**src/hdec_pkg.sv**
```systemverilog
package hdec_pkg;

  // ************************************************************
  // register map
  // ************************************************************
  localparam logic [7:0] DCS_OFFSET    = 8'h00;
  localparam logic [7:0] STAT_OFFSET   = 8'h04;
  localparam logic [7:0] TIME_LO_OFS   = 8'h08;
  localparam logic [7:0] TIME_HI_OFS   = 8'h0C;
  localparam logic [7:0] INSTRET_OFS   = 8'h10;
  localparam logic [7:0] CYCLE_OFS     = 8'h14;

  // ************************************************************
  // control word field positions
  // ************************************************************
  localparam int FLD_CETRIG    = 19;
  localparam int FLD_BRK_VS    = 17;
  localparam int FLD_BRK_VU    = 16;
  localparam int FLD_BRK_M     = 15;
  localparam int FLD_BRK_S     = 13;
  localparam int FLD_BRK_U     = 12;
  localparam int FLD_STEPIE    = 11;
  localparam int FLD_STOPCOUNT = 10;
  localparam int FLD_STOPTIME  = 9;
  localparam int FLD_CAUSE_LO  = 6;
  localparam int FLD_EXT_LO    = 24;
  localparam int FLD_STEP      = 2;

  // ************************************************************
  // halt causes and privilege codes
  // ************************************************************
  localparam logic [2:0] CAUSE_NONE    = 3'h0;
  localparam logic [2:0] CAUSE_EBREAK  = 3'h1;
  localparam logic [2:0] CAUSE_TRIGGER = 3'h2;
  localparam logic [2:0] CAUSE_HALTREQ = 3'h3;
  localparam logic [2:0] CAUSE_STEP    = 3'h4;
  localparam logic [2:0] CAUSE_RSTHALT = 3'h5;
  localparam logic [2:0] CAUSE_GROUP   = 3'h6;
  localparam logic [2:0] CAUSE_OTHER   = 3'h7;
  localparam logic [2:0] EXT_CRIT_ERR  = 3'h0;

  localparam logic [1:0] PRV_U = 2'h0;
  localparam logic [1:0] PRV_S = 2'h1;
  localparam logic [1:0] PRV_M = 2'h3;

  localparam logic [1:0] RESP_OKAY   = 2'h0;
  localparam logic [1:0] RESP_SLVERR = 2'h2;

  typedef struct packed {
    logic       valid;
    logic [1:0] prv;
    logic       virt;
  } hdec_brk_t;

  typedef struct packed {
    logic cetrig;
    logic brk_vs;
    logic brk_vu;
    logic brk_m;
    logic brk_s;
    logic brk_u;
    logic stepie;
    logic stopcount;
    logic stoptime;
    logic step;
  } hdec_ctrl_t;

endpackage

```
**src/hdec_top.sv**
```systemverilog
// Notes on behaviour
// - critical error with cetrig clear raises platform critical-error output, no halt.
// - critical error with cetrig set halts, cause 7, extcause 0.
// - critical-error entry beats every other simultaneous halt reason.
// - resume after critical entry returns to critical state; re-enter or signal.
// - VS-mode breakpoint halts when its control is 1; zero without virtualization.
// - VU-mode breakpoint halts when its control is 1; zero without virtualization.
// - M-mode breakpoint halts when its control is 1; fully writable.
// - S-mode breakpoint halts when its control is 1; zero without S-mode.
// - U-mode breakpoint halts when its control is 1; zero without U-mode.
// - breakpoint with control 0 raises ordinary exception, no halt.
// - stepie clear blocks all interrupts including NMI while stepping.
// - stepie set leaves interrupts enabled while stepping; may be tied 0.
// - stopcount 1 freezes hart counters in debug mode and on halting breakpoint.
// - stopcount 0 lets counters run always.
// - stoptime 1 holds time at entry value; tracks platform timer after exit.
// - stoptime 0 time view always follows platform timer.
// - platform timer may stop only when hart stoptime set and halted.
// - freeze controls may be hardwired; else reset to preset values.
// - extcause 0 means critical error, reported only with cause 7.
// - step set outside debug mode retires one instruction then halts.
// - control fields writable only by debugger; cause fields hardware-updated.
`timescale 1ns/100ps
`default_nettype none
module hdec_top
  import hdec_pkg::*;
#(
  parameter bit HAS_DBLTRP        = 1'b1,
  parameter bit HAS_VIRT          = 1'b1,
  parameter bit HAS_SMODE         = 1'b1,
  parameter bit HAS_UMODE         = 1'b1,
  parameter bit HAS_STEPIE        = 1'b1,
  parameter bit MULTI_HART        = 1'b0,
  parameter bit STOPCOUNT_FIXED   = 1'b0,
  parameter bit STOPCOUNT_PRESET  = 1'b1,
  parameter bit STOPTIME_FIXED    = 1'b0,
  parameter bit STOPTIME_PRESET   = 1'b0
) (
  input  wire logic        clock_i,
  input  wire logic        rst_n_i,
  // axi4-lite slave
  input  wire logic [7:0]  s_axi_awaddr,
  input  wire logic        s_axi_awvalid,
  output logic             s_axi_awready,
  input  wire logic [31:0] s_axi_wdata,
  input  wire logic [3:0]  s_axi_wstrb,
  input  wire logic        s_axi_wvalid,
  output logic             s_axi_wready,
  output logic [1:0]       s_axi_bresp,
  output logic             s_axi_bvalid,
  input  wire logic        s_axi_bready,
  input  wire logic [7:0]  s_axi_araddr,
  input  wire logic        s_axi_arvalid,
  output logic             s_axi_arready,
  output logic [31:0]      s_axi_rdata,
  output logic [1:0]       s_axi_rresp,
  output logic             s_axi_rvalid,
  input  wire logic        s_axi_rready,
  // core side
  input  wire logic        crit_err_i,
  input  wire hdec_brk_t   brk_i,
  input  wire logic        other_halt_i,
  input  wire logic [2:0]  other_cause_i,
  input  wire logic        step_retire_i,
  input  wire logic        resume_i,
  input  wire logic        instr_retire_i,
  input  wire logic        irq_i,
  input  wire logic        nmi_i,
  input  wire logic [63:0] mtime_i,
  output logic             debug_mode_o,
  output logic             halt_req_o,
  output logic [2:0]       halt_cause_o,
  output logic             brk_exc_o,
  output logic             crit_err_o,
  output logic             irq_o,
  output logic             nmi_o,
  output logic [63:0]      time_o,
  output logic             mtime_stop_ok_o
);

  // ************************************************************
  // controls and hart state
  // ************************************************************
  hdec_ctrl_t  ctrl_q;
  logic        dbg_q;
  logic [2:0]  cause_q;
  logic [2:0]  extcause_q;
  logic [63:0] time_hold_q;
  logic [31:0] instret_q;
  logic [31:0] cycle_q;

  logic        brk_en;
  logic        brk_halt;
  logic        crit_halt;
  logic        step_halt;
  logic        halt;
  logic [2:0]  cause_d;
  logic        wr_fire;
  logic        ar_fire;
  logic [31:0] wr_data;

  // ************************************************************
  // breakpoint decision, combinational at retirement
  // ************************************************************
  always_comb begin
    brk_en = 1'b0;
    if (brk_i.prv == PRV_M) begin
      brk_en = ctrl_q.brk_m;
    end else if (brk_i.prv == PRV_S) begin
      brk_en = brk_i.virt ? ctrl_q.brk_vs : ctrl_q.brk_s;
    end else if (brk_i.prv == PRV_U) begin
      brk_en = brk_i.virt ? ctrl_q.brk_vu : ctrl_q.brk_u;
    end
  end

  assign brk_halt  = brk_i.valid && !dbg_q && brk_en;
  assign brk_exc_o = brk_i.valid && !dbg_q && !brk_en;
  // a resume lands back in the critical state, so crit_err_i re-fires next cycle
  assign crit_halt = crit_err_i && !dbg_q && ctrl_q.cetrig;
  assign crit_err_o = crit_err_i && !dbg_q && !ctrl_q.cetrig;
  assign step_halt = ctrl_q.step && step_retire_i && !dbg_q;
  assign halt      = crit_halt || brk_halt || step_halt || (other_halt_i && !dbg_q);

  // priority: critical, then other causes except step and ebreak, then brk_halt ebreak, then step_halt, then other step or ebreak
  always_comb begin
    cause_d = CAUSE_NONE;
    if (crit_halt) begin
      cause_d = CAUSE_OTHER;
    end else if (other_halt_i && other_cause_i != CAUSE_STEP
                 && other_cause_i != CAUSE_EBREAK) begin
      cause_d = other_cause_i;
    end else if (brk_halt) begin
      cause_d = CAUSE_EBREAK;
    end else if (step_halt || other_halt_i) begin
      cause_d = (other_halt_i && !step_halt) ? other_cause_i : CAUSE_STEP;
    end
  end

  assign halt_req_o   = halt;
  assign halt_cause_o = cause_d;
  assign debug_mode_o = dbg_q;

  always_ff @(posedge clock_i or negedge rst_n_i) begin
    if (!rst_n_i) begin
      dbg_q <= 1'b0;
    end else if (halt) begin
      dbg_q <= 1'b1;
    end else if (resume_i && dbg_q) begin
      dbg_q <= 1'b0;
    end
  end

  // cause is captured only on entry and stays readable until the next halt
  always_ff @(posedge clock_i or negedge rst_n_i) begin
    if (!rst_n_i) begin
      cause_q    <= CAUSE_NONE;
      extcause_q <= EXT_CRIT_ERR;
    end else if (halt) begin
      cause_q    <= cause_d;
      extcause_q <= EXT_CRIT_ERR;
    end
  end

  // ************************************************************
  // interrupt gating while stepping
  // ************************************************************
  logic step_gate;
  assign step_gate = ctrl_q.step && !dbg_q && !ctrl_q.stepie;
  assign irq_o     = irq_i && !step_gate;
  assign nmi_o     = nmi_i && !step_gate;

  // ************************************************************
  // counters and time view
  // ************************************************************
  logic cnt_frozen;
  assign cnt_frozen = ctrl_q.stopcount && (dbg_q || brk_halt);

  always_ff @(posedge clock_i or negedge rst_n_i) begin
    if (!rst_n_i) begin
      instret_q <= 32'h0000_0000;
    end else if (instr_retire_i && !cnt_frozen) begin
      instret_q <= instret_q + 32'h0000_0001;
    end
  end

  // a cycle count shared by several harts must not stall for one of them
  always_ff @(posedge clock_i or negedge rst_n_i) begin
    if (!rst_n_i) begin
      cycle_q <= 32'h0000_0000;
    end else if (MULTI_HART || !cnt_frozen) begin
      cycle_q <= cycle_q + 32'h0000_0001;
    end
  end

  always_ff @(posedge clock_i or negedge rst_n_i) begin
    if (!rst_n_i) begin
      time_hold_q <= 64'h0000_0000_0000_0000;
    end else if (!dbg_q) begin
      time_hold_q <= mtime_i;
    end
  end

  always_ff @(posedge clock_i or negedge rst_n_i) begin
    if (!rst_n_i) begin
      time_o <= 64'h0000_0000_0000_0000;
    end else begin
      time_o <= (dbg_q && ctrl_q.stoptime) ? time_hold_q : mtime_i;
    end
  end

  assign mtime_stop_ok_o = dbg_q && ctrl_q.stoptime;

  // ************************************************************
  // axi4-lite slave, one write and one read at a time
  // ************************************************************
  logic       aw_held_q;
  logic       w_held_q;
  logic [7:0] awaddr_q;
  logic [31:0] wdata_q;
  logic [3:0] wstrb_q;
  logic       wr_hit;

  // bvalid rises on the edge after both halves are held
  assign s_axi_awready = !aw_held_q && !s_axi_bvalid;
  assign s_axi_wready  = !w_held_q && !s_axi_bvalid;
  assign wr_fire       = aw_held_q && w_held_q;
  assign wr_hit        = (awaddr_q == DCS_OFFSET);

  always_ff @(posedge clock_i or negedge rst_n_i) begin
    if (!rst_n_i) begin
      aw_held_q <= 1'b0;
      w_held_q  <= 1'b0;
      awaddr_q  <= 8'h00;
      wdata_q   <= 32'h0000_0000;
      wstrb_q   <= 4'h0;
    end else if (wr_fire) begin
      aw_held_q <= 1'b0;
      w_held_q  <= 1'b0;
    end else begin
      if (s_axi_awvalid && s_axi_awready) begin
        aw_held_q <= 1'b1;
        awaddr_q  <= s_axi_awaddr;
      end
      if (s_axi_wvalid && s_axi_wready) begin
        w_held_q <= 1'b1;
        wdata_q  <= s_axi_wdata;
        wstrb_q  <= s_axi_wstrb;
      end
    end
  end

  always_ff @(posedge clock_i or negedge rst_n_i) begin
    if (!rst_n_i) begin
      s_axi_bvalid <= 1'b0;
      s_axi_bresp  <= RESP_OKAY;
    end else if (wr_fire) begin
      s_axi_bvalid <= 1'b1;
      s_axi_bresp  <= wr_hit ? RESP_OKAY : RESP_SLVERR;
    end else if (s_axi_bready) begin
      s_axi_bvalid <= 1'b0;
    end
  end

  // an unstrobed lane writes zeros, so controls in that byte clear
  localparam int LANES  = 4;
  localparam int LANE_W = 8;

  always_comb begin
    for (int b = 0; b < LANES; b++) begin
      wr_data[b*LANE_W +: LANE_W] = wstrb_q[b] ? wdata_q[b*LANE_W +: LANE_W] : '0;
    end
  end

  // only the debugger's bus port writes controls; cause is hardware-owned
  always_ff @(posedge clock_i or negedge rst_n_i) begin
    if (!rst_n_i) begin
      ctrl_q.cetrig    <= 1'b0;
      ctrl_q.brk_vs    <= 1'b0;
      ctrl_q.brk_vu    <= 1'b0;
      ctrl_q.brk_m     <= 1'b0;
      ctrl_q.brk_s     <= 1'b0;
      ctrl_q.brk_u     <= 1'b0;
      ctrl_q.stepie    <= 1'b0;
      ctrl_q.stopcount <= STOPCOUNT_PRESET;
      ctrl_q.stoptime  <= STOPTIME_PRESET;
      ctrl_q.step      <= 1'b0;
    end else if (wr_fire && wr_hit) begin
      ctrl_q.cetrig <= HAS_DBLTRP && wr_data[FLD_CETRIG];
      ctrl_q.brk_vs <= HAS_VIRT && wr_data[FLD_BRK_VS];
      ctrl_q.brk_vu <= HAS_VIRT && wr_data[FLD_BRK_VU];
      ctrl_q.brk_m  <= wr_data[FLD_BRK_M];
      ctrl_q.brk_s  <= HAS_SMODE && wr_data[FLD_BRK_S];
      ctrl_q.brk_u  <= HAS_UMODE && wr_data[FLD_BRK_U];
      // stepie writes while running are dropped; the debugger must halt first
      if (dbg_q) begin
        ctrl_q.stepie <= HAS_STEPIE && wr_data[FLD_STEPIE];
        ctrl_q.step   <= wr_data[FLD_STEP];
      end
      ctrl_q.stopcount <= STOPCOUNT_FIXED ? STOPCOUNT_PRESET
                                          : wr_data[FLD_STOPCOUNT];
      ctrl_q.stoptime  <= STOPTIME_FIXED ? STOPTIME_PRESET
                                         : wr_data[FLD_STOPTIME];
    end
  end

  logic        r_busy_q;
  logic [7:0]  araddr_q;
  logic [31:0] dcs_word;
  logic [31:0] stat_word;

  always_comb begin
    dcs_word = 32'h0000_0000;
    dcs_word[FLD_EXT_LO +: 3]   = (cause_q == CAUSE_OTHER) ? extcause_q : 3'h0;
    dcs_word[FLD_CETRIG]        = ctrl_q.cetrig;
    dcs_word[FLD_BRK_VS]        = ctrl_q.brk_vs;
    dcs_word[FLD_BRK_VU]        = ctrl_q.brk_vu;
    dcs_word[FLD_BRK_M]         = ctrl_q.brk_m;
    dcs_word[FLD_BRK_S]         = ctrl_q.brk_s;
    dcs_word[FLD_BRK_U]         = ctrl_q.brk_u;
    dcs_word[FLD_STEPIE]        = ctrl_q.stepie;
    dcs_word[FLD_STOPCOUNT]     = ctrl_q.stopcount;
    dcs_word[FLD_STOPTIME]      = ctrl_q.stoptime;
    dcs_word[FLD_CAUSE_LO +: 3] = cause_q;
    dcs_word[FLD_STEP]          = ctrl_q.step;
  end

  assign stat_word     = {28'h0000000, crit_err_o, mtime_stop_ok_o, step_gate, dbg_q};
  assign s_axi_arready = !r_busy_q;
  assign ar_fire       = s_axi_arvalid && s_axi_arready;

  always_ff @(posedge clock_i or negedge rst_n_i) begin
    if (!rst_n_i) begin
      r_busy_q     <= 1'b0;
      araddr_q     <= 8'h00;
      s_axi_rvalid <= 1'b0;
    end else if (ar_fire) begin
      r_busy_q     <= 1'b1;
      araddr_q     <= s_axi_araddr;
      s_axi_rvalid <= 1'b1;
    end else if (s_axi_rvalid && s_axi_rready) begin
      r_busy_q     <= 1'b0;
      s_axi_rvalid <= 1'b0;
    end
  end

  always_ff @(posedge clock_i or negedge rst_n_i) begin
    if (!rst_n_i) begin
      s_axi_rdata <= 32'h0000_0000;
      s_axi_rresp <= RESP_OKAY;
    end else if (ar_fire) begin
      s_axi_rresp <= RESP_OKAY;
      unique case (s_axi_araddr)
        DCS_OFFSET:  s_axi_rdata <= dcs_word;
        STAT_OFFSET: s_axi_rdata <= stat_word;
        TIME_LO_OFS: s_axi_rdata <= time_o[31:0];
        TIME_HI_OFS: s_axi_rdata <= time_o[63:32];
        INSTRET_OFS: s_axi_rdata <= instret_q;
        CYCLE_OFS:   s_axi_rdata <= cycle_q;
        default: begin
          s_axi_rdata <= 32'h0000_0000;
          s_axi_rresp <= RESP_SLVERR;
        end
      endcase
    end
  end

endmodule // hdec_top
`default_nettype wire

```
**config.mk**
```make
export PLATFORM = sky130hd
export DESIGN_NAME = hdec_top
export DESIGN_NICKNAME = d
export VERILOG_FILES = /design/src/hdec_pkg.sv /design/src/hdec_top.sv
export SDC_FILE = /design/constraint.sdc
export NUM_CORES = 1
export LEC_CHECK = 0
export BUFFER_PORTS_ARGS = -buffer_cell sky130_fd_sc_hd__buf_2
export CAP_MARGIN = 20
export CORE_MARGIN = 4
export CORE_UTILIZATION = 44
export CTS_CLUSTER_SIZE = 28
export DETAILED_ROUTE_END_ITERATION = 6
export PLACE_DENSITY = 0.75
export SYNTH_ARGS = -nofsm -noshare
export SYNTH_HDL_FRONTEND = slang
export SYNTH_SLANG_ARGS = --single-unit
```
**constraint.sdc**
```tcl
create_clock -name clock_i -period 3 [get_ports clock_i]
set_clock_uncertainty 0.15 [all_clocks]
set_input_delay 0.6 -clock clock_i [delete_from_list [all_inputs] [get_ports clock_i]]
set_output_delay 0.6 -clock clock_i [all_outputs]
set_load 0.005 [all_outputs]
```
==> out/results.ini <==
[worst_hold_path]
min_to=debug_mode_o
min_path_type=input port to flip-flop
worstHoldStart=resume_i
worstHoldPathCells=2

[floorplan]
die_h_um=171
pin_count=252
die_area_um2=29300
initial_core_util_pct=44.8
core-area_um2=26100
die_w_um=171
rows=59

[clock_tree]
root_buffer=clkbuf_16
clock_sinks=265
cts.reportedPaths.clkPinSlew_ns=0.06
clockBufferDepth=3
h-tree-depth=1
cts_tree=done
cts_buffers=28
clk_latency_ns=0.54

[sta]
min_period_over_period_pct=97.0
finalSetupViolCount=0
slew_headroom_pct=36.7
hold_slack_ns=0.0769
rsz0062_at_grt=no
tns_ns=0
worst_pin_slew_ns=0.949
hold_viol_final=0
max_freq_mhz=344
period_minus_slack_ns=2.91
final-max-slew-violation-count=0

[critical_path]
cp_top_family=buffers and inverters
rrSetupSlack_ns=0.50
path_cells=buf_4 > and2_4 > buf_2
crit_fanout=29
cp.depth=3
crit_type=flip-flop to output pin
arrival_ns=2.16
cp.required_ns=2.25
crit_path_start_kind=flip-flop
cp-end-kind=output pin
cp.buffers_inverters=2
r2r-start=ctrl_q[5]
timing.rr.end=instret_q[22]
slowest_delay_ns=0.51
slowest_stage=dfrtp_4
r2r_cells=5

[synthesis]
async_flop_share_pct=100
synth-edff-count=0
netlist_area_um2=11700
synth_top_area_share_pct=56.4
syn_inst=928
synthFlopType=dfrtp_1
yosysTopAreaCell=dfrtp_1
syn_avg_cell_area_um2=12.6
synth.most_common_cell=dfrtp_1
ys_types=54
synth_area_leaders=dfrtp_1, mux2_2, mux2i_1
synth-seq-cells=265
synth_seq_area_share_pct=56.6
yosys_warnings=0
yosys-top-cells-count=dfrtp_1, mux2_2, nand2_1

[global_route]
grt_usage_pct=21.3
first_global_vias=8801
overflow=0
grt_start_max_net_pins=70
antenna_found_initial=5
grt_pass1_wl_um=49200

[cells_and_area]
area_growth_pct=22.6
multi_input_area_um2=4850
nets=1291
seq_area_um2=6640
fillers=2171
drive_gt1_share_pct=39.4

[power]
p_int_uw=7470
pwr-share-comb_pct=15.6
p_switching_uw=2680
p_leak_uw=0.00643
netSwitchingFraction_pct=26.4
power_frac_seq_pct=45.6
peakVddDrop_v=0.000557
power_density_nw_per_um2=706
clkPwrFrac_pct=38.8

[detailed_routing]
viasPerCell=5.65
vias=8549
drtPass1Iterations=5
wl_per_cell_um=21.1
wirelength_um=32000
drc_errors=0
ant_nets=0
drt_iter0_markers=574

[placed_design]
place.gp.congestion=0.895
hpwl_um=23200
portBuffers=226

[flow_run]
maxCapViolations=0

[run_status]
status=finished clean

[cell families (layout without fill, tap and decap cells)]
group,count (synthesis),in the layout,synth area share [%]
compound gates,121,121,7.75
other cells,1,5,0.0320
simple gates,212,212,9.49
mux,204,204,19.1
xor+xnor,62,62,4.63
fa+ha+maj,2,2,0.213
flops,265,265,56.6
buf+inv,61,306,2.19
[layout make-up]
type	instances	share of cell area (%)
flip-flops and latches	265	46.2
clock buffers	38	5.63
repair buffers	248	9.54
diodes	3	0.0522
inverters	6	0.157
clock inverters	14	1.78
well taps	335	2.92
multi-input cells	603	33.7
[power groups by stage]
stage	registers [µW]	clock network (µW)	logic (µW)
2_1_floorplan	4520	0	1080
3_3_place_gp	4630	0	1540
3_5_place_dp	4670	0	1590
4_1_cts	4610	3980	1600
5_1_grt	4690	4130	1750
6_report	4620	3930	1590
[cells in the final DEF (no fill, tap or decap), types with 28 or more instances in the layout]
cell       instances
xor2_1            34
clkbuf_16         29
nand4_1           29
dfrtp_1          263
buf_2            225
a22o_1            32
nand2_1           73
mux2i_1           50
xnor2_1           28
mux2_2           153
[worst reg2reg max path, cell delays in order (launching register included)]
cell,delay [ns]
dfrtp_1,0.44
mux2_4,0.31
o211ai_4,0.26
a32oi_2,0.43
or4_1,0.66
xnor2_1,0.14
[flip-flops by register name, indices dropped and copies added, names as in the netlist, 3 cells and up]
register and cells:
ctrl_q 10, cause_q 3, time_o 64, s_axi_rdata 32, instret_q 32, wdata_q 10, wstrb_q 3, time_hold_q 64
cycle_q 32, awaddr_q 8
[worst max path at each step]
| stage | endpoint | from | slack, ns |
|---|---|---|---|
| CTS | halt_cause_o[0] | ctrl_q[4] | 0.02 |
| finish | mtime_stop_ok_o | debug_mode_o | 0.09 |
| floorplan | halt_cause_o[0] | brk_i[0] | 0.50 |
| global route | mtime_stop_ok_o | debug_mode_o | 0.01 |
| detailed placement | instret_q[22] | brk_i[0] | 0.23 |
| global placement | instret_q[22] | brk_i[0] | 0.26 |
[metrics by stage]
| stage | utilization, % | std cells | power (µW) | cell area (µm²) | setup WS, ns |
|---|---|---|---|---|---|
| after floorplan | - | 929 | 5600 | 11700 | 0.496 |
| after global placement | 50.8 | 1456 | 6170 | 13300 | 0.258 |
| after detailed placement | 50.8 | 1456 | 6260 | 13300 | 0.229 |
| after CTS | 55.0 | 1509 | 10200 | 14400 | 0.0242 |
| after global routing | 55.0 | 1511 | 10600 | 14400 | 0.0113 |
| final | 55.0 | 1512 | 10100 | 14400 | 0.0902 |
[per-layer routing]
metal  GRT usage, %  routed length [µm]
met1           28.1               13200
met2           34.2               15400
met3           4.09                1690
met4           10.1                1640
met5              0                  22
[repair_timing]
action,4_1_cts,5_1_grt
endpoints found under the setup margin,0,2
setup buffers,0,0
hold endpoints to repair,54,0
gates resized for setup,0,1
hold buffers,1,0
No activity file was read; power rests on OpenSTA's default activity.
